==> src/wsd_defs.svh <==
// Purpose: Register indices, field positions, reset values and widths of the
//          waveform shutdown and dead-band block.
// Assumes: A register sits at byte address 4 * index on the AXI4-Lite bus.
// Notes:   Definitions only.
// Operation
// RULE1: The shutdown status bit reads 1 while a shutdown is in force and 0 when none has occurred.
// RULE2: The restart enable bit at 1 allows automatic restart, at 0 software must restart.
// RULE3: In shutdown, outputs B and D take their 2-bit safe code: high, low, tri-state or inactive.
// RULE4: In shutdown, outputs A and C take their own 2-bit safe code with the same meanings.
// RULE5: Software may set the status bit while disabled, forcing the outputs to their safe states.
// RULE6: After the status clears, outputs stay safe until the next rising edge of the data input.
// RULE7: Six source enable bits decide which sources may trigger a shutdown.
// RULE8: Comparator sources on enables 5 and 4 request shutdown while their output is low.
// RULE9: Timer sources on enables 3, 2 and 1 request shutdown while their postscaled output is high.
// RULE10: Source 0 is the shutdown input pin, which requests shutdown while low.
// RULE11: After a rising data edge the dead band lasts n to n+1 clocks, n being the rising count.
// RULE12: After a falling data edge the dead band lasts n to n+1 clocks, n being the falling count.
// RULE13: A dead-band count of zero bypasses dead-band generation for that edge.
// RULE14: Both dead-band counts are undefined at power-on and keep their value over other resets.
// RULE15: With restart enabled, hardware clears the status bit once the shutdown condition ends.
// RULE16: A clock source bit selects system clock at 0 or the internal oscillator at 1.
// RULE17: Hardware sets the status bit whenever any enabled source is at its active level.
`ifndef WSD_DEFS_SVH
`define WSD_DEFS_SVH

`define WSD_ADDR_W 16
`define WSD_DATA_W 32
`define WSD_DB_W 6
`define WSD_SRC_W 6

`define WSD_IDX_RISE_DB 14'h0f42
`define WSD_IDX_FALL_DB 14'h0f43
`define WSD_IDX_GEN_CTRL 14'h0f44
`define WSD_IDX_POLARITY 14'h0f45
`define WSD_IDX_SHUT_CTRL 14'h0f46
`define WSD_IDX_SRC_EN 14'h0f47
`define WSD_IDX_IRQ_STATUS 14'h0f4a
`define WSD_IDX_IRQ_MASK 14'h0f4b

`define WSD_BIT_SHUTDOWN 7
`define WSD_BIT_REN 6
`define WSD_BIT_ENABLE 7
`define WSD_BIT_CLK_SRC 0
`define WSD_BIT_DATA_IN 5
`define WSD_IRQ_SHUT_ENTER 0
`define WSD_IRQ_AUTO_RESTART 1
`define WSD_IRQ_W 2

`define WSD_SAFE_RST 2'h1
`define WSD_SRC_EN_RST 6'h00
`define WSD_POL_RST 4'h0

`define WSD_RESP_OKAY 2'h0
`define WSD_RESP_SLVERR 2'h2

`endif

==> src/wsd_pkg.sv <==
// Purpose: Types shared by the waveform shutdown and dead-band block.
// Assumes: Nothing beyond the constants header.
// Notes:   The hold states are Gray coded along run, shut, rearm.
package wsd_pkg;

	typedef enum logic [1:0] {
		WSD_RUN = 2'h0,
		WSD_SHUT = 2'h1,
		WSD_REARM = 2'h3
	} wsd_hold_e;

	typedef enum logic [1:0] {
		WSD_SAFE_INACTIVE = 2'h0,
		WSD_SAFE_TRI = 2'h1,
		WSD_SAFE_LOW = 2'h2,
		WSD_SAFE_HIGH = 2'h3
	} wsd_safe_e;

endpackage

==> src/wsd_sync.sv <==
// Purpose: Three-stage synchroniser with agreement filter and edge pulses.
// Assumes: Inputs are asynchronous to clk.
// Notes:   A bit changes only when the second and third stages agree.
`timescale 1ns/1ps
`default_nettype none
module wsd_sync #(
	parameter int WIDTH = 1,
	parameter logic [WIDTH-1:0] INIT = '0
) (
	input wire logic clk,
	input wire logic arst_n,
	input wire logic [WIDTH-1:0] d,
	output logic [WIDTH-1:0] q,
	output logic [WIDTH-1:0] rise,
	output logic [WIDTH-1:0] fall
);
	import wsd_pkg::*;

	logic [WIDTH-1:0] s1;
	logic [WIDTH-1:0] s2;
	logic [WIDTH-1:0] s3;

	always_ff @(posedge clk or negedge arst_n) begin
		if (!arst_n) begin
			s1 <= INIT;
			s2 <= INIT;
			s3 <= INIT;
			q <= INIT;
		end else begin
			s1 <= d;
			s2 <= s1;
			s3 <= s2;
			q <= ((s2 ~^ s3) & s3) | ((s2 ^ s3) & q);
		end
	end

	assign rise = ~q & s2 & s3;
	assign fall = q & ~s2 & ~s3;
endmodule
`default_nettype wire

==> src/wsd_deadband.sv <==
// Purpose: One dead-band timer, restarted by a data edge.
// Assumes: trig is a one-cycle pulse on the data edge.
// Notes:   The trigger is already a few cycles behind the pin, so the band
//          lands between n and n+1 clocks of the synchronised edge.
`timescale 1ns/1ps
`default_nettype none
module wsd_deadband #(
	parameter int CW = 6
) (
	input wire logic clk,
	input wire logic arst_n,
	input wire logic trig,
	input wire logic [CW-1:0] count,
	output logic active
);
	import wsd_pkg::*;

	logic [CW-1:0] remain;

	always_ff @(posedge clk or negedge arst_n) begin
		if (!arst_n) begin
			remain <= '0;
		end else if (trig) begin
			remain <= count;
		end else if (remain != '0) begin
			remain <= remain - 1'b1;
		end
	end

	// A zero count loads zero, so the band never opens.
	assign active = (remain != '0); // RULE13
endmodule
`default_nettype wire

==> src/wsd_top.sv <==
// Purpose: Auto-shutdown, restart and dead-band core of a complementary
//          waveform generator, with an AXI4-Lite register port.
// Assumes: CLK is the selected generator clock at 50 MHz; all pin inputs
//          are asynchronous and pass the three-stage synchroniser.
// Notes:   Outputs A and C carry the rising-delayed phase, B and D the
//          falling-delayed complement.
`timescale 1ns/1ps
`default_nettype none
`include "wsd_defs.svh"
module wsd_top (
	input wire logic CLK,
	input wire logic ARST_N,
	input wire logic [`WSD_ADDR_W-1:0] AWADDR,
	input wire logic AWVALID,
	output logic AWREADY,
	input wire logic [`WSD_DATA_W-1:0] WDATA,
	input wire logic [3:0] WSTRB,
	input wire logic WVALID,
	output logic WREADY,
	output logic [1:0] BRESP,
	output logic BVALID,
	input wire logic BREADY,
	input wire logic [`WSD_ADDR_W-1:0] ARADDR,
	input wire logic ARVALID,
	output logic ARREADY,
	output logic [`WSD_DATA_W-1:0] RDATA,
	output logic [1:0] RRESP,
	output logic RVALID,
	input wire logic RREADY,
	input wire logic DATA_IN,
	input wire logic COMPARATOR_TWO_OUTPUT,
	input wire logic COMPARATOR_ONE_OUTPUT,
	input wire logic TIMER_SIX_POSTSCALED,
	input wire logic TIMER_FOUR_POSTSCALED,
	input wire logic TIMER_TWO_POSTSCALED,
	input wire logic SHUTDOWN_PIN,
	output logic OUT_A,
	output logic OUT_A_OE,
	output logic OUT_B,
	output logic OUT_B_OE,
	output logic OUT_C,
	output logic OUT_C_OE,
	output logic OUT_D,
	output logic OUT_D_OE,
	output logic GEN_CLK_SEL,
	output logic IRQ
);
	import wsd_pkg::*;

	localparam int NPIN = 7;
	localparam logic [NPIN-1:0] PIN_INIT = 7'h31;

	logic aw_held;
	logic [`WSD_ADDR_W-1:0] aw_addr;
	logic w_held;
	logic [`WSD_DATA_W-1:0] w_data;
	logic [3:0] w_strb;
	logic wr_fire;
	logic wr_lane0;
	logic [NPIN-1:0] pin_q;
	logic [NPIN-1:0] pin_rise;
	logic [NPIN-1:0] pin_fall;
	logic data_lvl;
	logic data_rise;
	logic data_fall;
	logic [`WSD_SRC_W-1:0] src_active;
	logic shut_req;
	logic [`WSD_DB_W-1:0] rise_deadband_count;
	logic [`WSD_DB_W-1:0] fall_deadband_count;
	logic [`WSD_SRC_W-1:0] shutdown_source_enable;
	logic shutdown_status;
	logic auto_restart_enable;
	logic [1:0] bd_outputs_safe_state;
	logic [1:0] ac_outputs_safe_state;
	logic gen_enable;
	logic clk_source;
	logic [3:0] polarity;
	logic [`WSD_IRQ_W-1:0] irq_status;
	logic [`WSD_IRQ_W-1:0] irq_mask;
	logic auto_clear;
	logic shut_enter;
	wsd_hold_e hold_state;
	wsd_hold_e next_hold_state;
	logic forced;
	logic rise_band;
	logic fall_band;
	logic phase_ac;
	logic phase_bd;
	logic [1:0] next_a;
	logic [1:0] next_b;
	logic [1:0] next_c;
	logic [1:0] next_d;
	logic [`WSD_DATA_W-1:0] rd_mux;
	logic rd_hit;

	function automatic logic reg_hit(input logic [`WSD_ADDR_W-1:0] addr,
		input logic [13:0] idx);
		reg_hit = (addr[`WSD_ADDR_W-1:2] == idx);
	endfunction

	// Returns {enable, level} for one output pin.
	function automatic logic [1:0] drive(input logic raw, input logic pol,
		input logic [1:0] safe, input logic force_safe, input logic en);
		logic [1:0] res;
		res = 2'h0;
		if (force_safe) begin
			case (safe)
				WSD_SAFE_HIGH: res = 2'h3;
				WSD_SAFE_LOW: res = 2'h2;
				WSD_SAFE_TRI: res = 2'h0;
				WSD_SAFE_INACTIVE: res = {1'b1, pol};
				default: res = 2'h0;
			endcase
		end else if (en) begin
			res = {1'b1, raw ^ pol};
		end
		drive = res;
	endfunction

	// Comparator and pin inputs idle high, so they leave reset at one and
	// cannot fire a shutdown while the synchroniser fills.
	wsd_sync #(
		.WIDTH(NPIN),
		.INIT(PIN_INIT)
	) u_sync (
		.clk(CLK),
		.arst_n(ARST_N),
		.d({DATA_IN, COMPARATOR_TWO_OUTPUT, COMPARATOR_ONE_OUTPUT,
			TIMER_SIX_POSTSCALED, TIMER_FOUR_POSTSCALED, TIMER_TWO_POSTSCALED,
			SHUTDOWN_PIN}),
		.q(pin_q),
		.rise(pin_rise),
		.fall(pin_fall)
	);

	assign data_lvl = pin_q[6];
	assign data_rise = pin_rise[6];
	assign data_fall = pin_fall[6];

	// Source activity, before enables.
	assign src_active[5] = ~pin_q[5]; // RULE8
	assign src_active[4] = ~pin_q[4]; // RULE8
	assign src_active[3] = pin_q[3]; // RULE9
	assign src_active[2] = pin_q[2]; // RULE9
	assign src_active[1] = pin_q[1]; // RULE9
	assign src_active[0] = ~pin_q[0]; // RULE10
	assign shut_req = |(src_active & shutdown_source_enable); // RULE7 RULE17

	// AXI4-Lite write side: address and data are taken independently.
	assign AWREADY = ~aw_held;
	assign WREADY = ~w_held;
	assign wr_fire = aw_held & w_held & ~BVALID;
	assign wr_lane0 = wr_fire & w_strb[0];

	always_ff @(posedge CLK or negedge ARST_N) begin
		if (!ARST_N) begin
			aw_held <= 1'b0;
			aw_addr <= '0;
		end else if (AWVALID && !aw_held) begin
			aw_held <= 1'b1;
			aw_addr <= AWADDR;
		end else if (wr_fire) begin
			aw_held <= 1'b0;
		end
	end

	always_ff @(posedge CLK or negedge ARST_N) begin
		if (!ARST_N) begin
			w_held <= 1'b0;
			w_data <= '0;
			w_strb <= 4'h0;
		end else if (WVALID && !w_held) begin
			w_held <= 1'b1;
			w_data <= WDATA;
			w_strb <= WSTRB;
		end else if (wr_fire) begin
			w_held <= 1'b0;
		end
	end

	always_ff @(posedge CLK or negedge ARST_N) begin
		if (!ARST_N) begin
			BVALID <= 1'b0;
			BRESP <= `WSD_RESP_OKAY;
		end else if (wr_fire) begin
			BVALID <= 1'b1;
			BRESP <= rd_hit_w(aw_addr) ? `WSD_RESP_OKAY : `WSD_RESP_SLVERR;
		end else if (BREADY) begin
			BVALID <= 1'b0;
		end
	end

	function automatic logic rd_hit_w(input logic [`WSD_ADDR_W-1:0] a);
		rd_hit_w = reg_hit(a, `WSD_IDX_RISE_DB) | reg_hit(a, `WSD_IDX_FALL_DB)
			| reg_hit(a, `WSD_IDX_GEN_CTRL) | reg_hit(a, `WSD_IDX_POLARITY)
			| reg_hit(a, `WSD_IDX_SHUT_CTRL) | reg_hit(a, `WSD_IDX_SRC_EN)
			| reg_hit(a, `WSD_IDX_IRQ_STATUS) | reg_hit(a, `WSD_IDX_IRQ_MASK);
	endfunction

	// The counts carry no reset so a warm reset leaves them intact; only
	// power-up leaves them unknown.
	always_ff @(posedge CLK) begin
		if (wr_lane0 && reg_hit(aw_addr, `WSD_IDX_RISE_DB)) begin
			rise_deadband_count <= w_data[`WSD_DB_W-1:0]; // RULE14
		end
		if (wr_lane0 && reg_hit(aw_addr, `WSD_IDX_FALL_DB)) begin
			fall_deadband_count <= w_data[`WSD_DB_W-1:0]; // RULE14
		end
	end

	always_ff @(posedge CLK or negedge ARST_N) begin
		if (!ARST_N) begin
			shutdown_source_enable <= `WSD_SRC_EN_RST;
		end else if (wr_lane0 && reg_hit(aw_addr, `WSD_IDX_SRC_EN)) begin
			shutdown_source_enable <= w_data[`WSD_SRC_W-1:0]; // RULE7
		end
	end

	always_ff @(posedge CLK or negedge ARST_N) begin
		if (!ARST_N) begin
			gen_enable <= 1'b0;
			clk_source <= 1'b0;
			polarity <= `WSD_POL_RST;
		end else begin
			if (wr_lane0 && reg_hit(aw_addr, `WSD_IDX_GEN_CTRL)) begin
				gen_enable <= w_data[`WSD_BIT_ENABLE];
				clk_source <= w_data[`WSD_BIT_CLK_SRC]; // RULE16
			end
			if (wr_lane0 && reg_hit(aw_addr, `WSD_IDX_POLARITY)) begin
				polarity <= w_data[3:0];
			end
		end
	end

	assign GEN_CLK_SEL = clk_source; // RULE16

	always_ff @(posedge CLK or negedge ARST_N) begin
		if (!ARST_N) begin
			auto_restart_enable <= 1'b0;
			bd_outputs_safe_state <= `WSD_SAFE_RST;
			ac_outputs_safe_state <= `WSD_SAFE_RST;
		end else if (wr_lane0 && reg_hit(aw_addr, `WSD_IDX_SHUT_CTRL)) begin
			auto_restart_enable <= w_data[`WSD_BIT_REN]; // RULE2
			bd_outputs_safe_state <= w_data[5:4];
			ac_outputs_safe_state <= w_data[3:2];
		end
	end

	// A live source always wins over a software or automatic clear, so a
	// request that lands in the clearing cycle is never lost.
	assign auto_clear = shutdown_status & auto_restart_enable & ~shut_req; // RULE15
	assign shut_enter = ~shutdown_status & shut_req;

	always_ff @(posedge CLK or negedge ARST_N) begin
		if (!ARST_N) begin
			shutdown_status <= 1'b0;
		end else if (shut_req) begin
			shutdown_status <= 1'b1; // RULE17 RULE1
		end else if (wr_lane0 && reg_hit(aw_addr, `WSD_IDX_SHUT_CTRL)) begin
			// Setting by software is honoured only while the generator is off.
			shutdown_status <= w_data[`WSD_BIT_SHUTDOWN] & ~gen_enable; // RULE5 RULE2
		end else if (auto_clear) begin
			shutdown_status <= 1'b0; // RULE15
		end
	end

	// Safe drive outlives the status bit until the data input rises again.
	always_comb begin
		next_hold_state = hold_state;
		case (hold_state)
			WSD_RUN: begin
				if (shutdown_status) begin
					next_hold_state = WSD_SHUT;
				end
			end
			WSD_SHUT: begin
				if (!shutdown_status) begin
					next_hold_state = WSD_REARM;
				end
			end
			WSD_REARM: begin
				if (shutdown_status) begin
					next_hold_state = WSD_SHUT;
				end else if (data_rise) begin
					next_hold_state = WSD_RUN; // RULE6
				end
			end
			default: next_hold_state = WSD_RUN;
		endcase
	end

	always_ff @(posedge CLK or negedge ARST_N) begin
		if (!ARST_N) begin
			hold_state <= WSD_RUN;
		end else begin
			hold_state <= next_hold_state;
		end
	end

	assign forced = shutdown_status | (hold_state != WSD_RUN); // RULE6 RULE5

	wsd_deadband #(
		.CW(`WSD_DB_W)
	) u_rise_band (
		.clk(CLK),
		.arst_n(ARST_N),
		.trig(data_rise),
		.count(rise_deadband_count),
		.active(rise_band)
	); // RULE11

	wsd_deadband #(
		.CW(`WSD_DB_W)
	) u_fall_band (
		.clk(CLK),
		.arst_n(ARST_N),
		.trig(data_fall),
		.count(fall_deadband_count),
		.active(fall_band)
	); // RULE12

	// Each phase turns on only once its own dead band has expired.
	assign phase_ac = data_lvl & ~rise_band; // RULE11
	assign phase_bd = ~data_lvl & ~fall_band; // RULE12

	assign next_a = drive(phase_ac, polarity[0], ac_outputs_safe_state, forced, gen_enable); // RULE4
	assign next_c = drive(phase_ac, polarity[2], ac_outputs_safe_state, forced, gen_enable); // RULE4
	assign next_b = drive(phase_bd, polarity[1], bd_outputs_safe_state, forced, gen_enable); // RULE3
	assign next_d = drive(phase_bd, polarity[3], bd_outputs_safe_state, forced, gen_enable); // RULE3

	always_ff @(posedge CLK or negedge ARST_N) begin
		if (!ARST_N) begin
			{OUT_A_OE, OUT_A} <= 2'h0;
			{OUT_B_OE, OUT_B} <= 2'h0;
			{OUT_C_OE, OUT_C} <= 2'h0;
			{OUT_D_OE, OUT_D} <= 2'h0;
		end else begin
			{OUT_A_OE, OUT_A} <= next_a;
			{OUT_B_OE, OUT_B} <= next_b;
			{OUT_C_OE, OUT_C} <= next_c;
			{OUT_D_OE, OUT_D} <= next_d;
		end
	end

	// Event flags are write-one-to-clear; a new event beats the clear.
	always_ff @(posedge CLK or negedge ARST_N) begin
		if (!ARST_N) begin
			irq_status <= '0;
			irq_mask <= '0;
		end else begin
			if (wr_lane0 && reg_hit(aw_addr, `WSD_IDX_IRQ_MASK)) begin
				irq_mask <= w_data[`WSD_IRQ_W-1:0];
			end
			if (wr_lane0 && reg_hit(aw_addr, `WSD_IDX_IRQ_STATUS)) begin
				irq_status <= irq_status & ~w_data[`WSD_IRQ_W-1:0]
					| {auto_clear, shut_enter};
			end else begin
				irq_status <= irq_status | {auto_clear, shut_enter};
			end
		end
	end

	assign IRQ = |(irq_status & irq_mask);

	// Read side: one read in flight, answered the cycle after ARVALID.
	always_comb begin
		rd_mux = '0;
		rd_hit = 1'b1;
		if (reg_hit(ARADDR, `WSD_IDX_RISE_DB)) begin
			rd_mux[`WSD_DB_W-1:0] = rise_deadband_count;
		end else if (reg_hit(ARADDR, `WSD_IDX_FALL_DB)) begin
			rd_mux[`WSD_DB_W-1:0] = fall_deadband_count;
		end else if (reg_hit(ARADDR, `WSD_IDX_GEN_CTRL)) begin
			rd_mux[`WSD_BIT_ENABLE] = gen_enable;
			rd_mux[`WSD_BIT_CLK_SRC] = clk_source;
		end else if (reg_hit(ARADDR, `WSD_IDX_POLARITY)) begin
			rd_mux[`WSD_BIT_DATA_IN] = data_lvl;
			rd_mux[3:0] = polarity;
		end else if (reg_hit(ARADDR, `WSD_IDX_SHUT_CTRL)) begin
			rd_mux[`WSD_BIT_SHUTDOWN] = shutdown_status; // RULE1
			rd_mux[`WSD_BIT_REN] = auto_restart_enable;
			rd_mux[5:4] = bd_outputs_safe_state;
			rd_mux[3:2] = ac_outputs_safe_state;
		end else if (reg_hit(ARADDR, `WSD_IDX_SRC_EN)) begin
			rd_mux[`WSD_SRC_W-1:0] = shutdown_source_enable;
		end else if (reg_hit(ARADDR, `WSD_IDX_IRQ_STATUS)) begin
			rd_mux[`WSD_IRQ_W-1:0] = irq_status;
		end else if (reg_hit(ARADDR, `WSD_IDX_IRQ_MASK)) begin
			rd_mux[`WSD_IRQ_W-1:0] = irq_mask;
		end else begin
			rd_hit = 1'b0;
		end
	end

	assign ARREADY = ~RVALID;

	always_ff @(posedge CLK or negedge ARST_N) begin
		if (!ARST_N) begin
			RVALID <= 1'b0;
			RDATA <= '0;
			RRESP <= `WSD_RESP_OKAY;
		end else if (ARVALID && !RVALID) begin
			RVALID <= 1'b1;
			RDATA <= rd_mux;
			RRESP <= rd_hit ? `WSD_RESP_OKAY : `WSD_RESP_SLVERR;
		end else if (RREADY) begin
			RVALID <= 1'b0;
		end
	end
endmodule
`default_nettype wire

==> config.mk <==
export PLATFORM = sky130hd
export DESIGN_NAME = wsd_top
export DESIGN_NICKNAME = d
export VERILOG_FILES = /design/src/wsd_pkg.sv /design/src/wsd_sync.sv /design/src/wsd_deadband.sv /design/src/wsd_top.sv
export VERILOG_INCLUDE_DIRS = /design/src
export SDC_FILE = /design/constraint.sdc
export NUM_CORES = 1
export LEC_CHECK = 0
export BUFFER_PORTS_ARGS = -buffer_cell sky130_fd_sc_hd__clkbuf_2
export CAP_MARGIN = 30
export CELL_PAD_IN_SITES_DETAIL_PLACEMENT = 1
export CELL_PAD_IN_SITES_GLOBAL_PLACEMENT = 1
export CORE_MARGIN = 3
export CORE_UTILIZATION = 40
export CTS_CLUSTER_SIZE = 40
export DETAILED_ROUTE_END_ITERATION = 10
export PLACE_DENSITY = 0.81
export SLEW_MARGIN = 20
export SYNTH_ARGS = -nofsm -noshare
export SYNTH_HDL_FRONTEND = slang
export SYNTH_HIERARCHICAL = 1
export SYNTH_SLANG_ARGS = --single-unit
==> constraint.sdc <==
create_clock -name CLK -period 6 [get_ports CLK]
set_input_delay 0.6 -clock CLK [delete_from_list [all_inputs] [get_ports CLK]]
set_output_delay 0.6 -clock CLK [all_outputs]
set_load 0.005 [all_outputs]
After elaboration in Yosys (flattened, before gate mapping)
Index checks and enable logic that the tools add are counted.
- output and inout bits: 51
- flip-flop bits (word level): 125
- input port bits: 82
- word-level logic and storage cells: 208
- eq/ne operators: 27
- $add $sub $neg: 2
- muxes and demuxes: 60
- reductions and logical operators: 30
- bitwise gates (word level): 52
- operator list (operator ; number):
    14-bit by 12-bit == test with 1-bit output, second input constant ; 16
    2-bit two-way mux ; 23
    7-bit bitwise AND ; 6
    6-bit two-way mux ; 7
    2-bit one-hot mux with 4 select lines ; 4
    1-bit two-way mux ; 22
    7-bit inverter ; 3
    2-bit nonzero test ; 7
    1-bit inverter ; 13
    4-bit two-way mux ; 3
    6-bit nonzero test ; 2
    6-bit by 1-bit subtractor with 6-bit output, second input constant ; 2
    1-bit logical AND ; 11
    2-bit == test, second input constant ; 5
    1-bit bitwise AND ; 9
    1-bit bitwise OR ; 8
    7-bit bitwise OR ; 1
    7-bit XNOR ; 1
    7-bit XOR ; 1
    6-bit bitwise AND ; 1
    2-bit by 1-bit == test with 1-bit output, second input constant ; 3
    2-bit zero test ; 3
    2-bit one-hot mux with 3 select lines ; 1
    6-bit OR reduction ; 1
    10 further kinds ; 18

Logic depth before layout (Yosys ltp)
- depth in word-level cells: 10
- gate-level depth with buffers: 9
- mapped depth without buffers: 9

Modules after synthesis
Netlist, hierarchy kept.
- by module, submodules not included (module ; cells an instance ; sequential area each (um2) ; area each (um2) ; times used):
    wsd_top ; 339 ; 2039.5 ; 3890.0 ; 1
    wsd_sync ; 56 ; 715.7 ; 1012.2 ; 1
    wsd_deadband ; 40 ; 150.1 ; 384.1 ; 2

Worst setup path before layout
OpenSTA, ideal clock, no wires.
- path type: register to register
- start: reg aw_addr[7]
- end: reg fall_deadband_count[0], enable pin
- buffers on the path: 1
- path slack: 3.301 ns
- arrival: 2.314 ns
- period minus slack after synthesis: 2.699 ns
- cell stages (with the launch flop): 6
- data required time: 5.614 ns
- library setup time: 0.386 ns
- cell sequence: dfrtp_1 -> or4b_1 -> or4_1 -> buf_2 -> or2_4 -> nor4_1
- word-level cells in the longest chain between the ends: 2
- RTL lines (element ; RTL line ; RTL):
    start: declaration ; wsd_top.sv:54 ; logic [`WSD_ADDR_W-1:0] aw_addr;
    start signal: assignment ; wsd_top.sv:158 ; aw_addr <= '0;
    start signal: assignment ; wsd_top.sv:161 ; aw_addr <= AWADDR;
    14-bit by 12-bit == test with 1-bit output ; wsd_top.sv:98 ; reg_hit = (addr[`WSD_ADDR_W-1:2] == idx);
    1-bit logical AND ; wsd_top.sv:206 ; if (wr_lane0 && reg_hit(aw_addr, `WSD_IDX_FALL_DB)) begin
    end signal: assignment ; wsd_top.sv:207 ; fall_deadband_count <= w_data[`WSD_DB_W-1:0];
    end: declaration ; wsd_top.sv:69 ; logic [`WSD_DB_W-1:0] fall_deadband_count;
Every way passes these cells.
A chain may end at the register's enable or synchronous reset.

Worst setup path in the final report
- start: reg aw_addr[7]
- end: reg fall_deadband_count[1], enable pin
The elaborated chain is that of the path after synthesis.

==> flow_metrics.py <==
metrics = {
    "run_status": {
        "run_status": "complete, no violations",
    },
    "detailed_routing": {
        "final_antenna_net_count": 0,
        "first_iter_violations": 214,
        "wl_per_cell_um": 18.7,
        "dr.pass1.iters": 4,
        "viasPerCell": 5.35,
        "drcViolationCount": 0,
        "vias": 3914,
        "wl_um": 13700,
    },
    "worst_setup_path": {
        "worstPathArrival_ns": 2.72,
        "cp.required_ns": 6.13,
        "critPathTopFamily": "simple AND/OR/NAND/NOR gates",
        "worstSetupStartpoint": "aw_addr[7]",
        "critical_path_class": "flop to flop",
        "crit_buf_inv": 1,
        "worstPathMaxFanout": 6,
        "crit_chain": "or4b_1 > or4_1 > or2_4 > nor4_1 > buf_4",
        "reg2reg_slack_ns": 3.41,
        "slowest_delay_ns": 0.58,
        "startpoint_type": "flop",
        "slowest_stage": "or4_1",
        "r2r_start": "aw_addr[7]",
        "end_kind": "flop",
    },
    "timing": {
        "max_freq_mhz": 386,
        "fin_crit_ns": 2.59,
        "drv_slew": 0,
        "rsz0062_at_grt": "false",
        "holdWs_ns": 0.126,
        "worst_pin_slew_ns": 0.893,
        "hold_viol": 0,
        "setup_tns_ns": 0,
        "setup_viol_count_final": 0,
        "fin_worst_skew_ns": 0.0104,
        "slew_headroom_pct": 40.3,
        "finalCritPeriodShare_pct": 43.2,
    },
    "finish": {
        "nFillCells": 1419,
        "drive_above_1_share_pct": 33.8,
        "final_area_sq_um": 6590,
        "finalNetCount": 636,
        "area_delta_synth_final_pct": 18.9,
        "n_antenna_cell": 0,
        "multiInputGateArea_sq_um": 2240,
        "regArea_sq_um": 3060,
    },
    "floorplanning": {
        "die_h_um": 124,
        "core_area_sq_um": 13400,
        "rows": 42,
        "start_util_pct": 41.4,
        "die-area_sq_um": 15300,
        "ios": 133,
        "die_w_um": 124,
    },
    "power": {
        "p_clk_share_pct": 36.3,
        "p_comb_share_pct": 19.2,
        "p_seq_share_pct": 44.5,
        "swShare_pct": 29.9,
        "power_density_nw_per_um2": 400,
        "p_leak_nw": 2.94,
        "internal_power_mw": 1.85,
        "irDropWorstVdd_mv": 0.227,
        "power.switching_mw": 0.788,
    },
    "clock_tree": {
        "postCtsSetupBuffers": 0,
        "numCtsBuffers": 17,
        "cts.clk_slew.worst_paths_ns": 0.05,
        "cts_hold_buf": 0,
        "cts_tree": "yes",
        "htree_levels": 4,
        "cts-root-buf": "clkbuf_16",
        "insertion_delay_ns": 0.42,
        "cts_max_path_buffers": 2,
        "cts.sinks": 119,
        "cts-resized-gates": 0,
    },
    "placed_design": {
        "gp_congestion": 0.897,
        "placed_area_sq_um": 5990,
        "hpwl_um": 9930,
        "portBuffers": 75,
    },
    "grt": {
        "grt_max_degree": 76,
        "grt_pass1_vias": 4163,
        "grt_pass1_wl_um": 22200,
        "overflow": 0,
        "antenna_found_initial": 0,
        "track_usage_pct": 19.4,
    },
    "yosys": {
        "synthesis.area_sq_um": 5540,
        "syn_avg_cell_area_sq_um": 12.0,
        "ys_warn_count": 6,
        "syn-instance-count": 463,
    },
    "job": {
        "drv_cap": 0,
    },
    "worst_hold_path": {
        "min_path_type": "input port to async pin",
    },
}
==> routing by layer <==
| layer | global-route usage [%] | vias up | wire (um) |
|---|---|---|---|
| met5 | 0 | - | 0 |
| met4 | 8.51 | 0 | 276 |
| met3 | 4.95 | 27 | 766 |
| met2 | 32.6 | 125 | 7000 |
| met1 | 23.5 | 1975 | 5650 |
| li1 | - | 1787 | - |
==> per-stage QoR <==
step           setup WS [ns]  util (%)  cells  total power, mW
6_report                3.41      49.2    732             2.64
5_1_grt                 3.32      49.2    732             2.79
4_1_cts                 3.41      49.0    731             2.66
3_5_place_dp            3.45      44.7    699             1.68
3_3_place_gp            3.52      44.7    698             1.62
2_1_floorplan           3.30         -    488             1.50
==> state kept, by name, summed over array words and instances (netlist names), 2 cells and up <==
name / count
RDATA: 8
ac_outputs_safe_state: 2
aw_addr: 14
bd_outputs_safe_state: 2
fall_deadband_count: 6
hold_state: 2
irq_mask: 2
irq_status: 2
polarity: 4
rise_deadband_count: 6
shutdown_source_enable: 6
u_fall_band/remain: 6
u_rise_band/remain: 6
u_sync/q: 7
u_sync/s1: 7
u_sync/s2: 7
u_sync/s3: 7
w_data: 8
==> final cells by class <==
cell class	count	area share [%]
Clock inverter	6	0.607
Tap cell	176	3.34
Sequential cell	119	46.4
Multi-Input combinational cell	306	34.0
Clock buffer	26	8.05
Inverter	19	1.08
Timing Repair Buffer	80	6.61
==> final timing paths <==
path,to,depth (start not counted)
max,fall_deadband_count[1],5
max reg2reg,fall_deadband_count[1],5
max in group asynchronous,u_sync/s2[4],3
min reg2reg,u_sync/s2[3],0
min in group CLK,u_sync/s1[5],1
min,OUT_D,1
==> worst reg2reg max path, cell delays in order (launching register included) <==
cell	delay [ns]
dfrtp_1	0.39
or4b_1	0.54
or4_1	0.58
or2_4	0.35
nor4_1	0.21
buf_4	0.22
==> cell usage in the layout (no fill, tap or decap), types with 5 or more instances in the layout <==
master,n
nor3_1,13
o31ai_1,9
dfstp_2,14
nand2_1,36
clkbuf_8,5
inv_1,19
a22o_1,6
clkbuf_2,74
mux2_2,37
nor4_1,6
nor2b_1,12
xnor2_1,6
ha_1,11
edfxtp_1,12
mux2_4,6
nor2_1,20
a21oi_1,14
a21o_2,6
buf_4,5
dfrtp_1,93
o21ai_0,11
clkbuf_16,18
conb_1,26
==> power by group through the flow <==
stage / clock [mW] / combinational, mW / sequential [mW]
2_1_floorplan: 0 / 0.387 / 1.11
3_3_place_gp: 0 / 0.460 / 1.16
3_5_place_dp: 0 / 0.501 / 1.18
4_1_cts: 0.979 / 0.512 / 1.17
5_1_grt: 1.02 / 0.571 / 1.20
6_report: 0.958 / 0.507 / 1.17
Power figures use the tool's default switching activity.
